$ cat config.mk
export PLATFORM = sky130hd
export DESIGN_NAME = stpel_core
export DESIGN_NICKNAME = d
export VERILOG_FILES = /design/src/stpel_pkg.sv /design/src/stpel_sync.sv /design/src/stpel_core.sv
export VERILOG_INCLUDE_DIRS = /design/src /design/src/src
export SDC_FILE = /design/constraint.sdc
export NUM_CORES = 1
export LEC_CHECK = 0
export BUFFER_PORTS_ARGS = -buffer_cell sky130_fd_sc_hd__buf_2
export CORE_AREA = 3 3 98 100
export DETAILED_ROUTE_END_ITERATION = 7
export DIE_AREA = 0 0 101 103
export PLACE_DENSITY = 0.87
export RECOVER_POWER = 25
export SYNTH_ARGS = -nofsm -noshare
export SYNTH_HDL_FRONTEND = slang
export SYNTH_HIERARCHICAL = 1
export SYNTH_SLANG_ARGS = --single-unit
$ cat constraint.sdc
create_clock -name sys_clk -period 2 [get_ports sys_clk]
set_input_delay 0.2 -clock sys_clk [delete_from_list [all_inputs] [get_ports sys_clk]]
set_output_delay 0.2 -clock sys_clk [all_outputs]
set_load 0.02 [all_outputs]
$ cat src/stpel_regs.svh
// Register offsets, field positions, reset values and counts
`ifndef STPEL_REGS_SVH
`define STPEL_REGS_SVH
`define STPEL_ADDR_CTRL   12'h000
`define STPEL_ADDR_DATA   12'h004
`define STPEL_ADDR_STAT   12'h008
`define STPEL_CTRL_W      12
`define STPEL_CTRL_RST    12'h000
`define STPEL_ST_OVR      0
`define STPEL_ST_PARITY_UNDERRUN_FLAG     1
`define STPEL_ST_FRAMING_FLAG     2
`define STPEL_ST_TX_HOLDING_EMPTY    3
`define STPEL_ST_RBFULL   4
`define STPEL_ST_BUSY     5
`define STPEL_ST_TB7      6
`define STPEL_ST_RB9      7
`define STPEL_SOFT_RESET_CMD_BIT   0
`define STPEL_TICK_LAST   4'hF
`define STPEL_IO_LEN      4'h8
`define STPEL_RD_NONE     32'h0000_0000
`endif

$ cat src/stpel_pkg.sv
// Types shared by the serial transmit and error flag logic
package stpel_pkg;
    typedef enum logic [1:0] {
        STPEL_IO,
        STPEL_UART7,
        STPEL_UART8,
        STPEL_UART9
    } stpel_mode_e;

    typedef struct packed {
        logic        tx_ninth_bit;
        logic        duty_mode;
        logic        bit_order_sel;
        logic        stop_length_sel;
        logic        double_buffer_enable;
        logic        shift_edge_sel;
        logic        shift_clock_dir_sel;
        logic        send_gate_enable;
        logic        even_sel;
        logic        parity_enable;
        stpel_mode_e mode;
    } stpel_ctrl_s;

    typedef struct packed {
        logic [7:0] data;
        logic       ninth;
        logic [2:0] stop_votes;
    } stpel_rx_s;

    typedef enum logic [1:0] {
        TX_IDLE,
        TX_WAIT,
        TX_SHIFT
    } stpel_tx_state_e;
endpackage

$ cat src/stpel_sync.sv
// Two-flop synchroniser with edge detection for one outside input
`timescale 1ns/1ns
`default_nettype none
module stpel_sync (
    input  wire logic sys_clk,
    input  wire logic rst_n,
    input  wire logic async_in,
    output logic      level,
    output logic      rise,
    output logic      fall
);
    logic meta_r;
    logic sync_r;
    logic last_r;

    always_ff @(posedge sys_clk) begin
        if (!rst_n) begin
            meta_r <= 1'b0;
            sync_r <= 1'b0;
        end else begin
            meta_r <= async_in;
            sync_r <= meta_r;
        end
    end

    always_ff @(posedge sys_clk) begin
        if (!rst_n) begin
            last_r <= 1'b0;
        end else begin
            last_r <= sync_r;
        end
    end

    assign level = sync_r;
    assign rise  = sync_r & ~last_r;
    assign fall  = ~sync_r & last_r;
endmodule
`default_nettype wire

$ cat src/stpel_core.sv
// Serial transmit engine, parity and error flags behind an APB slave
//
// Summary of operation
// - UART: 4-bit counter, tick every 16 base pulses
// - Internal shift clock: shift on its falling edge
// - External shift clock: shift on selected edge
// - UART frame starts at next tick fall
// - Gate enabled: start only while clear-to-send low
// - Clear-to-send high: finish frame, then hold
// - Held off: empty interrupt if double buffer, new frame waits
// - Duty mode ORs line with tick waveform
// - Double buffer: move, interrupt, set holding-empty
// - External clock: missed next frame sets underrun
// - Internal clock stops after frame, no underrun
// - Single buffer: interrupt on frame completion
// - Parity generated in 7/8-bit UART, even/odd
// - Sent parity kept in bit seven/ninth
// - Receive transfer: check parity, flag mismatch
// - Overrun set on unread frame unless internal clock, read clears
// - Framing reads zero in shift-link modes
// - Underrun only with double buffer, read clears
// - Framing: stop majority zero sets flag
// - Shift-link bit order selects MSB or LSB first; UART is always LSB first
// - One or two stop bits sent
`timescale 1ns/1ns
`default_nettype none
`include "stpel_regs.svh"
module stpel_core (
    input  wire logic              sys_clk,
    input  wire logic              rst_n,
    input  wire logic [11:0]       paddr,
    input  wire logic              psel,
    input  wire logic              penable,
    input  wire logic              pwrite,
    input  wire logic [31:0]       pwdata,
    output logic      [31:0]       prdata,
    output logic                   pready,
    output logic                   pslverr,
    input  wire logic              serial_base_clock,
    input  wire logic              shift_clock_pin_i,
    output logic                   shift_clock_pin_o,
    output logic                   shift_clock_pin_oe,
    input  wire logic              clear_to_send_in,
    output logic                   serial_out_pin,
    output logic                   tx_irq,
    input  wire logic              rx_xfer_evt,
    input  wire stpel_pkg::stpel_rx_s rx_frame
);
    import stpel_pkg::*;

    function automatic logic addr_ok(input logic [11:0] a);
        addr_ok = (a == `STPEL_ADDR_CTRL) || (a == `STPEL_ADDR_DATA) ||
                  (a == `STPEL_ADDR_STAT);
    endfunction

    function automatic logic maj3(input logic [2:0] v);
        maj3 = (v[0] & v[1]) | (v[0] & v[2]) | (v[1] & v[2]);
    endfunction

    function automatic logic [7:0] rev8(input logic [7:0] d);
        for (int i = 0; i < 8; i++) begin
            rev8[i] = d[7 - i];
        end
    endfunction

    // Outside inputs: base clock, shift clock pin, clear-to-send
    logic [2:0] async_in;
    logic [2:0] lvl;
    logic [2:0] rise;
    logic [2:0] fall;
    assign async_in = {clear_to_send_in, shift_clock_pin_i, serial_base_clock};

    genvar g;
    generate
        for (g = 0; g < 3; g++) begin : g_sync
            stpel_sync u_sync (
                .sys_clk  (sys_clk),
                .rst_n    (rst_n),
                .async_in (async_in[g]),
                .level    (lvl[g]),
                .rise     (rise[g]),
                .fall     (fall[g])
            );
        end
    endgenerate

    stpel_ctrl_s     ctrl_r;
    stpel_tx_state_e state_r;
    logic [31:0]     prdata_r;
    logic            pready_r;
    logic            pslverr_r;
    logic [3:0]      tick_cnt_r;
    logic [7:0]      hold_r;
    logic            hold_full_r;
    logic [12:0]     frame_r;
    logic [3:0]      len_r;
    logic            par_r;
    logic            sclk_r;
    logic            sclk_oe_r;
    logic            und_arm_r;
    logic            tx_bit_seven_r;
    logic            tx_irq_r;
    logic            serial_out_r;
    logic [7:0]      rx_data_r;
    logic            rx_ninth_r;
    logic            rx_full_r;
    logic            ovr_r;
    logic            parity_underrun_flag_r;
    logic            framing_flag_r;

    logic is_uart;
    logic io_int;
    logic io_ext;
    logic base_pulse;
    logic tick;
    logic ext_edge;
    logic cts_ok;
    logic shift_evt;
    logic count_evt;
    logic frame_done;
    logic move;
    logic underrun_set;
    logic par_err_set;
    logic access;
    logic rd_stat;
    logic rd_data;
    logic wr_ctrl;
    logic wr_data;
    logic sw_rst;
    logic tx_line;
    logic [7:0] st;

    assign is_uart    = ctrl_r.mode != STPEL_IO;
    assign io_int     = !is_uart && !ctrl_r.shift_clock_dir_sel;
    assign io_ext     = !is_uart && ctrl_r.shift_clock_dir_sel;
    assign base_pulse = rise[0];
    assign tick       = is_uart && base_pulse &&
                        (tick_cnt_r == `STPEL_TICK_LAST);
    assign ext_edge   = ctrl_r.shift_edge_sel ? rise[1] : fall[1];
    assign cts_ok     = !ctrl_r.send_gate_enable || !lvl[2];

    // APB: one wait state, completion when pready is seen high
    assign access  = psel && penable && pready_r;
    assign rd_stat = access && !pwrite && paddr == `STPEL_ADDR_STAT;
    assign rd_data = access && !pwrite && paddr == `STPEL_ADDR_DATA;
    assign wr_ctrl = access && pwrite && paddr == `STPEL_ADDR_CTRL;
    assign wr_data = access && pwrite && paddr == `STPEL_ADDR_DATA;
    assign sw_rst  = access && pwrite && paddr == `STPEL_ADDR_STAT &&
                     pwdata[`STPEL_SOFT_RESET_CMD_BIT];

    always_comb begin
        st = 8'h00;
        st[`STPEL_ST_OVR]    = ovr_r;
        st[`STPEL_ST_PARITY_UNDERRUN_FLAG]   = parity_underrun_flag_r &&
                               !(io_ext && !ctrl_r.double_buffer_enable);
        st[`STPEL_ST_FRAMING_FLAG]   = framing_flag_r && is_uart;
        st[`STPEL_ST_TX_HOLDING_EMPTY]  = !hold_full_r;
        st[`STPEL_ST_RBFULL] = rx_full_r;
        st[`STPEL_ST_BUSY]   = state_r != TX_IDLE;
        st[`STPEL_ST_TB7]    = tx_bit_seven_r;
        st[`STPEL_ST_RB9]    = rx_ninth_r;
    end

    always_ff @(posedge sys_clk) begin
        if (!rst_n) begin
            pready_r  <= 1'b0;
            pslverr_r <= 1'b0;
            prdata_r  <= `STPEL_RD_NONE;
        end else begin
            pready_r  <= psel && penable && !pready_r;
            pslverr_r <= psel && penable && !pready_r && !addr_ok(paddr);
            if (psel && penable && !pready_r && !pwrite) begin
                case (paddr)
                    `STPEL_ADDR_CTRL: prdata_r <= {20'h0, ctrl_r};
                    `STPEL_ADDR_DATA: prdata_r <= {24'h0, rx_data_r};
                    `STPEL_ADDR_STAT: prdata_r <= {24'h0, st};
                    default:          prdata_r <= `STPEL_RD_NONE;
                endcase
            end
        end
    end

    // Control; hardware records sent parity in the ninth bit
    always_ff @(posedge sys_clk) begin
        if (!rst_n) begin
            ctrl_r <= stpel_ctrl_s'(`STPEL_CTRL_RST);
        end else if (wr_ctrl) begin
            ctrl_r <= stpel_ctrl_s'(pwdata[`STPEL_CTRL_W-1:0]);
        end else if (frame_done && ctrl_r.mode == STPEL_UART8 &&
                     ctrl_r.parity_enable) begin
            ctrl_r.tx_ninth_bit <= par_r;
        end
    end

    always_ff @(posedge sys_clk) begin
        if (!rst_n || !is_uart) begin
            tick_cnt_r <= 4'h0;
        end else if (base_pulse) begin
            tick_cnt_r <= tick_cnt_r + 4'h1;
        end
    end

    // Frame image, LSB leaves first; spare upper ones act as stop bits
    logic [12:0] frame_nxt;
    logic [3:0]  len_nxt;
    logic        par_nxt;
    logic [3:0]  stop_cnt;
    logic        par7;
    logic        par8;
    always_comb begin
        stop_cnt = ctrl_r.stop_length_sel ? 4'h2 : 4'h1;
        par7 = ctrl_r.even_sel ? ^hold_r[6:0] : ~^hold_r[6:0];
        par8 = ctrl_r.even_sel ? ^hold_r : ~^hold_r;
        par_nxt = 1'b0;
        case (ctrl_r.mode)
            STPEL_UART7: begin
                par_nxt   = par7;
                frame_nxt = ctrl_r.parity_enable ?
                            {4'hF, par7, hold_r[6:0], 1'b0} :
                            {5'h1F, hold_r[6:0], 1'b0};
                len_nxt   = 4'h8 + {3'h0, ctrl_r.parity_enable} + stop_cnt;
            end
            STPEL_UART8: begin
                par_nxt   = par8;
                frame_nxt = ctrl_r.parity_enable ?
                            {3'h7, par8, hold_r, 1'b0} :
                            {4'hF, hold_r, 1'b0};
                len_nxt   = 4'h9 + {3'h0, ctrl_r.parity_enable} + stop_cnt;
            end
            STPEL_UART9: begin
                frame_nxt = {3'h7, ctrl_r.tx_ninth_bit, hold_r, 1'b0};
                len_nxt   = 4'hA + stop_cnt;
            end
            default: begin
                // Order is frozen here, so a late change cannot split a frame
                // Pad repeats the bit on the line, so a refill holds it
                frame_nxt = {4'hF, ctrl_r.bit_order_sel ? rev8(hold_r) :
                             hold_r, frame_r[0]};
                len_nxt   = `STPEL_IO_LEN;
            end
        endcase
    end

    always_comb begin
        if (is_uart) begin
            shift_evt = tick;
            count_evt = tick;
        end else if (io_int) begin
            shift_evt = base_pulse && sclk_r;
            count_evt = base_pulse && !sclk_r;
        end else begin
            shift_evt = ext_edge;
            count_evt = ext_edge;
        end
    end

    assign frame_done = state_r == TX_SHIFT && count_evt && len_r == 4'h1;
    assign move       = state_r == TX_IDLE && hold_full_r;

    always_ff @(posedge sys_clk) begin
        if (!rst_n || sw_rst) begin
            state_r <= TX_IDLE;
            frame_r <= 13'h1FFF;
            len_r   <= 4'h0;
            par_r   <= 1'b0;
        end else begin
            case (state_r)
                TX_IDLE: begin
                    if (move) begin
                        frame_r <= frame_nxt;
                        len_r   <= len_nxt;
                        par_r   <= par_nxt;
                        state_r <= TX_WAIT;
                    end
                end
                TX_WAIT: begin
                    // Gate checked only at start, so a running frame ends
                    if (!is_uart || (tick && cts_ok)) begin
                        state_r <= TX_SHIFT;
                    end
                end
                TX_SHIFT: begin
                    if (shift_evt) begin
                        frame_r <= {1'b1, frame_r[12:1]};
                    end
                    if (count_evt) begin
                        len_r <= len_r - 4'h1;
                    end
                    if (frame_done) begin
                        state_r <= TX_IDLE;
                    end
                end
                default: state_r <= TX_IDLE;
            endcase
        end
    end

    always_ff @(posedge sys_clk) begin
        if (!rst_n || sw_rst) begin
            hold_r      <= 8'h00;
            hold_full_r <= 1'b0;
        end else if (wr_data) begin
            hold_r      <= pwdata[7:0];
            hold_full_r <= 1'b1;
        end else if (move) begin
            hold_full_r <= 1'b0;
        end
    end

    // Clock idles high and only toggles inside a frame
    always_ff @(posedge sys_clk) begin
        if (!rst_n) begin
            sclk_r    <= 1'b1;
            sclk_oe_r <= 1'b0;
        end else begin
            sclk_oe_r <= io_int;
            if (state_r == TX_SHIFT && io_int && base_pulse) begin
                sclk_r <= !sclk_r;
            end else if (state_r != TX_SHIFT) begin
                sclk_r <= 1'b1;
            end
        end
    end

    assign underrun_set = state_r == TX_IDLE && und_arm_r && io_ext &&
                          ctrl_r.double_buffer_enable && !hold_full_r &&
                          ext_edge;

    always_ff @(posedge sys_clk) begin
        if (!rst_n || sw_rst) begin
            und_arm_r <= 1'b0;
        end else if (frame_done) begin
            und_arm_r <= 1'b1;
        end else if (move) begin
            und_arm_r <= 1'b0;
        end
    end

    always_ff @(posedge sys_clk) begin
        if (!rst_n) begin
            tx_irq_r       <= 1'b0;
            tx_bit_seven_r <= 1'b0;
        end else begin
            tx_irq_r <= (move && ctrl_r.double_buffer_enable) ||
                        (frame_done && !ctrl_r.double_buffer_enable);
            if (frame_done && ctrl_r.mode == STPEL_UART7 &&
                ctrl_r.parity_enable) begin
                tx_bit_seven_r <= par_r;
            end
        end
    end

    assign tx_line = is_uart ? (state_r != TX_SHIFT || frame_r[0]) :
                     frame_r[0];

    always_ff @(posedge sys_clk) begin
        if (!rst_n) begin
            serial_out_r <= 1'b1;
        end else begin
            serial_out_r <= tx_line ||
                            (is_uart && ctrl_r.duty_mode &&
                             tick_cnt_r[3]);
        end
    end

    // Receive-side checks on transfer into the second receive buffer
    assign par_err_set = rx_xfer_evt && ctrl_r.parity_enable &&
        ((ctrl_r.mode == STPEL_UART7 &&
          (ctrl_r.even_sel ? ^rx_frame.data[6:0] : ~^rx_frame.data[6:0])
          != rx_frame.data[7]) ||
         (ctrl_r.mode == STPEL_UART8 &&
          (ctrl_r.even_sel ? ^rx_frame.data : ~^rx_frame.data)
          != rx_frame.ninth));

    always_ff @(posedge sys_clk) begin
        if (!rst_n || sw_rst) begin
            rx_data_r  <= 8'h00;
            rx_ninth_r <= 1'b0;
            rx_full_r  <= 1'b0;
        end else if (rx_xfer_evt && !(rx_full_r && !io_int)) begin
            // Overrun keeps the unread frame
            rx_data_r  <= rx_frame.data;
            rx_ninth_r <= rx_frame.ninth;
            rx_full_r  <= 1'b1;
        end else if (rd_data) begin
            rx_full_r  <= 1'b0;
        end
    end

    // Sets win over read clears in the same cycle
    always_ff @(posedge sys_clk) begin
        if (!rst_n || sw_rst) begin
            ovr_r <= 1'b0;
        end else if (rx_xfer_evt && rx_full_r && !io_int) begin
            ovr_r <= 1'b1;
        end else if (rd_stat || rd_data) begin
            ovr_r <= 1'b0;
        end
    end

    always_ff @(posedge sys_clk) begin
        if (!rst_n || sw_rst) begin
            parity_underrun_flag_r <= 1'b0;
        end else if (par_err_set || underrun_set) begin
            parity_underrun_flag_r <= 1'b1;
        end else if (rd_stat) begin
            parity_underrun_flag_r <= 1'b0;
        end
    end

    always_ff @(posedge sys_clk) begin
        if (!rst_n || sw_rst) begin
            framing_flag_r <= 1'b0;
        end else if (rx_xfer_evt && is_uart &&
                     !maj3(rx_frame.stop_votes)) begin
            framing_flag_r <= 1'b1;
        end else if (rd_stat) begin
            framing_flag_r <= 1'b0;
        end
    end

    assign prdata             = prdata_r;
    assign pready             = pready_r;
    assign pslverr            = pslverr_r;
    assign shift_clock_pin_o  = sclk_r;
    assign shift_clock_pin_oe = sclk_oe_r;
    assign serial_out_pin     = serial_out_r;
    assign tx_irq             = tx_irq_r;
endmodule
`default_nettype wire

Word-level counts from Yosys, hierarchy flattened:

Cells that the tools add are included.

* reduce and logical (&&, ||, !) cells: 104
* bitwise operators: 11
* multiplexer cells: 42
* add/sub/neg operators: 7
* eq/ne operators: 18

Operators with widths (count)
* $logic_and A1 B1 Y1: 51
* $pmux W12 S3: 1
* $pmux W10 S3: 1
* $mux W13: 2
* $pmux W13 S2: 1
* $mux W1: 24
* $reduce_bool A2 Y1: 11
* $reduce_xnor A8 Y1: 2
* $reduce_xor A8 Y1: 2
* $logic_not A1 Y1: 15
* $reduce_xnor A7 Y1: 2
* $reduce_xor A7 Y1: 2
* $eq A12 B3 Y1 const B: 1
* $eq A12 B4 Y1 const B: 1
* $logic_not A12 Y1: 1
* $logic_or A1 B1 Y1: 12
* $ne A2 B2 Y1 const B: 6
* $pmux W4 S3: 1
* $mux W10: 1
* $mux W9: 1
* $reduce_and A3 Y1: 3
* $add A4 B1 Y4 const A: 2
* $add A4 B2 Y4: 2
* $mux W2: 4
* 20 further kinds: 33

* word-level logic and storage cells: 224
* input port bits: 65
* register bits after elaboration: 106
* output and inout port bits: 38

Depth between registers and ports, before layout:

* depth in word-level cells: 11
* gate-level depth with buffers: 9
* mapped depth without buffers: 8

Modules after synthesis:

The synthesis kept the hierarchy.

By module, submodules not included
* stpel_core: instances 1, area each 3941.3 um^2, sequential area each 1501.4 um^2, cells an instance 480
* stpel_sync: instances 3, area each 91.3 um^2, sequential area each 60.1 um^2, cells an instance 8

Worst setup path before layout:

OpenSTA, ideal clock, no wires.

* path kind: reg-to-reg
* start point: register ctrl_r[1] (netlist bit)
* end point: register frame_r[1]
* setup time: 141 ps
* setup slack: 33 ps
* arrival time: 1826 ps
* data required time: 1859 ps
* stages on the path, launching flop included: 8
* buffers on the path: 2
* path through: dfxtp_1 inv_1 ha_1 clkbuf_1 o21a_1 a21oi_2 clkbuf_1 o211ai_1

* cells in the longest elaborated chain, start to end: 7

RTL lines
* from (decl): line stpel_core.sv:87 `stpel_ctrl_s ctrl_r;`
* from (signal assigned): line stpel_core.sv:186 `` ctrl_r <= stpel_ctrl_s'(`STPEL_CTRL_RST); ``
* from (signal assigned): line stpel_core.sv:188 `` ctrl_r <= stpel_ctrl_s'(pwdata[`STPEL_CTRL_W-1:0]); ``
* $reduce_bool A2 Y1: line stpel_core.sv:133 `assign is_uart = ctrl_r.mode != STPEL_IO;`
* $logic_not A1 Y1: line stpel_core.sv:134 `assign io_int = !is_uart && !ctrl_r.shift_clock_dir_sel;`
* $logic_and A1 B1 Y1: line stpel_core.sv:134
* $mux W1: line stpel_core.sv:248 `end else if (io_int) begin`
* $mux W1: line stpel_core.sv:245 `if (is_uart) begin`
* $ne A2 B2 Y1 (no source line)
* $reduce_and A3 Y1 (no source line)
* to (signal assigned): line stpel_core.sv:270 `frame_r <= frame_nxt;`
* to (signal assigned): line stpel_core.sv:284 `frame_r <= {1'b1, frame_r[12:1]};`
* to (decl): line stpel_core.sv:95 `logic [12:0] frame_r;`

Several ways; a longest one is shown, not always the timed one. The select of a mux whose other input is x is not followed.
A chain may end at the register's enable or synchronous reset.

Worst setup path in the final report:

* start point: register ctrl_r[1] (netlist bit)
* end point: register frame_r[6]

Same word-level chain as after synthesis.

==> results.ini <==
[floorplan]
die_area_um2 = 10400
core-area_um2 = 8760
io-pin-count = 103
initial_core_util_pct = 47.6
rows = 34
die-width_um = 101
fp.dieH_um = 103

[timing]
setup_viol = 0
finalClockSkew_ns = 0.00734
max_slew_margin_pct = 34.3
finalCritPeriodShare_pct = 94.6
max_freq_mhz = 529
fin_crit_ns = 1.89
holdWs_ns = 0.0336
drv_slew = 0
final-hold-violation-count = 0
worst_pin_slew_ns = 0.986

[setup_path]
cp.required_ns = 2.24
end_kind = flop
cp_num_cells = 8
worstSetupEndpoint = frame_r[6]$_SDFFE_PP1P_
reg2reg_depth = 8
path_class = flop to flop
arrival_ns = 2.13
crit_buf_inv = 3
reg2reg_from = ctrl_r[1]$_SDFFE_PN0P_
path_cells = inv_1 > ha_1 > nor2b_1 > o211ai_1 > a21oi_2 > buf_4 > buf_4 > o211ai_1
cp-startpoint = ctrl_r[1]$_SDFFE_PN0P_
cp_max_fo = 12
cp_slowest_cell = dfxtp_1
r2r_slack_ns = 0.11
crit_family = compound AO/OA/AOI/OAI gates
critPathLaunchType = flop
rr_endpoint = frame_r[6]$_SDFFE_PP1P_
max_stage_delay_ns = 0.32

[cts]
cts_tree = yes
clk_latency_ns = 0.36
cts_num_sinks = 83
cts_max_level = 3
cts_buffers = 9
clockRootBuffer = clkbuf_8
cts_hold_buf = 0
cts_resized = 0
clkTransAtPathRegs_ns = 0.08
cts_setup_buffers = 0
clockBufferDepth = 2

[synthesis]
syn_inst = 499
ys_warn_count = 6
synth_area_um2 = 4170
avgSynthCellArea_um2 = 8.36

[routing]
routed_wl_um = 10400
via_count = 3857
first_pass_iters = 5
top_layer_used = met4
drc = 0
ant_nets = 0
drt_iter0_drc = 282
wl_met2_um = 4920
wire_per_inst_um = 15.2
via_per_inst = 5.61
wl_met1_um = 4400
routed-wl-met3_um = 860

[grt]
grt_max_degree = 27
grt_remaining_overflow = 0
grt_util_all_layers_pct = 21.1
antenna_found_initial = 0
grt_pass1_wl_um = 17500
first_global_vias = 3743

[power_and_ir_drop]
leakage_nw = 1.91
p_per_area_nw_per_um2 = 630
peakVddDrop_v = 0.000342

[run_status]
outcome = complete, no violations

[placement]
port_buffers = 62
dpl.cell_count = 671
dp.final_hpwl_um = 7830
gp_congestion = 0.890

[final_layout]
fin_cells = 687
antenna_cells = 0
drive_gt1_share_pct = 17.1
final_cell_mix = nand2_1, dfxtp_1, buf_2
final_common_cell = nand2_1
area_growth_pct = 16.3
fin_util_pct = 55.3
nFillCells = 778
fin_nets = 651

[run]
maxCapViolCount = 0

[hold_path]
min_path_type = input port to flop

sequential cells by signal (all words and copies together) (netlist names), 2 cells and up:
register / cells
ctrl_r: 12
frame_r: 10
g_sync.u_sync/last_r: 2
g_sync.u_sync/level: 3
g_sync.u_sync/meta_r: 3
hold_r: 8
len_r: 4
prdata: 12
rx_data_r: 8
state_r: 2
tick_cnt_r: 4
per-stage QoR:
stage | setup WS, ns | instance area, µm² | TNS, ns | total power, mW
final | 0.109 | 4850 | 0 | 3.06
after floorplan | 0.0326 | 4240 | 0 | 1.90
after detailed placement | 0.00650 | 4680 | 0 | 1.98
after CTS | 0.102 | 4860 | 0 | 3.07
after global placement | 0.0850 | 4680 | 0 | 1.97
after global routing | -0.0200 | 4850 | -0.0504 | 3.17
worst min-delay path by stage:
stage	endpoint	start	depth (start not counted)
global route	g_sync[2].u_sync/meta_r$_SDFF_PN0_	clear_to_send_in	2
detailed placement	g_sync[1].u_sync/meta_r$_SDFF_PN0_	shift_clock_pin_i	2
CTS	g_sync[1].u_sync/meta_r$_SDFF_PN0_	shift_clock_pin_i	2
global placement	g_sync[1].u_sync/meta_r$_SDFF_PN0_	shift_clock_pin_i	2
floorplan	g_sync[0].u_sync/level$_SDFF_PN0_	rst_n	1
finish	g_sync[1].u_sync/meta_r$_SDFF_PN0_	shift_clock_pin_i	2
where the power goes:
group          internal [mW]  switching [mW]  leakage, nW
registers               1.67         0.00983        0.673
clock network          0.515           0.600       0.0884
logic                  0.105           0.155         1.15
metal layers:
layer | up-vias | track usage [%]
met3 | 32 | 5.55
met4 | 0 | 7.87
met5 | - | 0
met2 | 163 | 34.7
li1 | 1852 | -
met1 | 1810 | 26.8
final cells by class:
| cell class | count | area [µm²] | area share [%] |
|---|---|---|---|
| multi-input combinational | 377 | 2290 | 47.3 |
| sequential | 83 | 1660 | 34.3 |
| timing repair buffer | 92 | 537 | 11.1 |
| clock buffer | 12 | 155 | 3.20 |
| tap | 108 | 135 | 2.79 |
| inverter | 11 | 41.3 | 0.852 |
| clock inverter | 4 | 25.0 | 0.516 |
(Power assumes the default switching activity.)
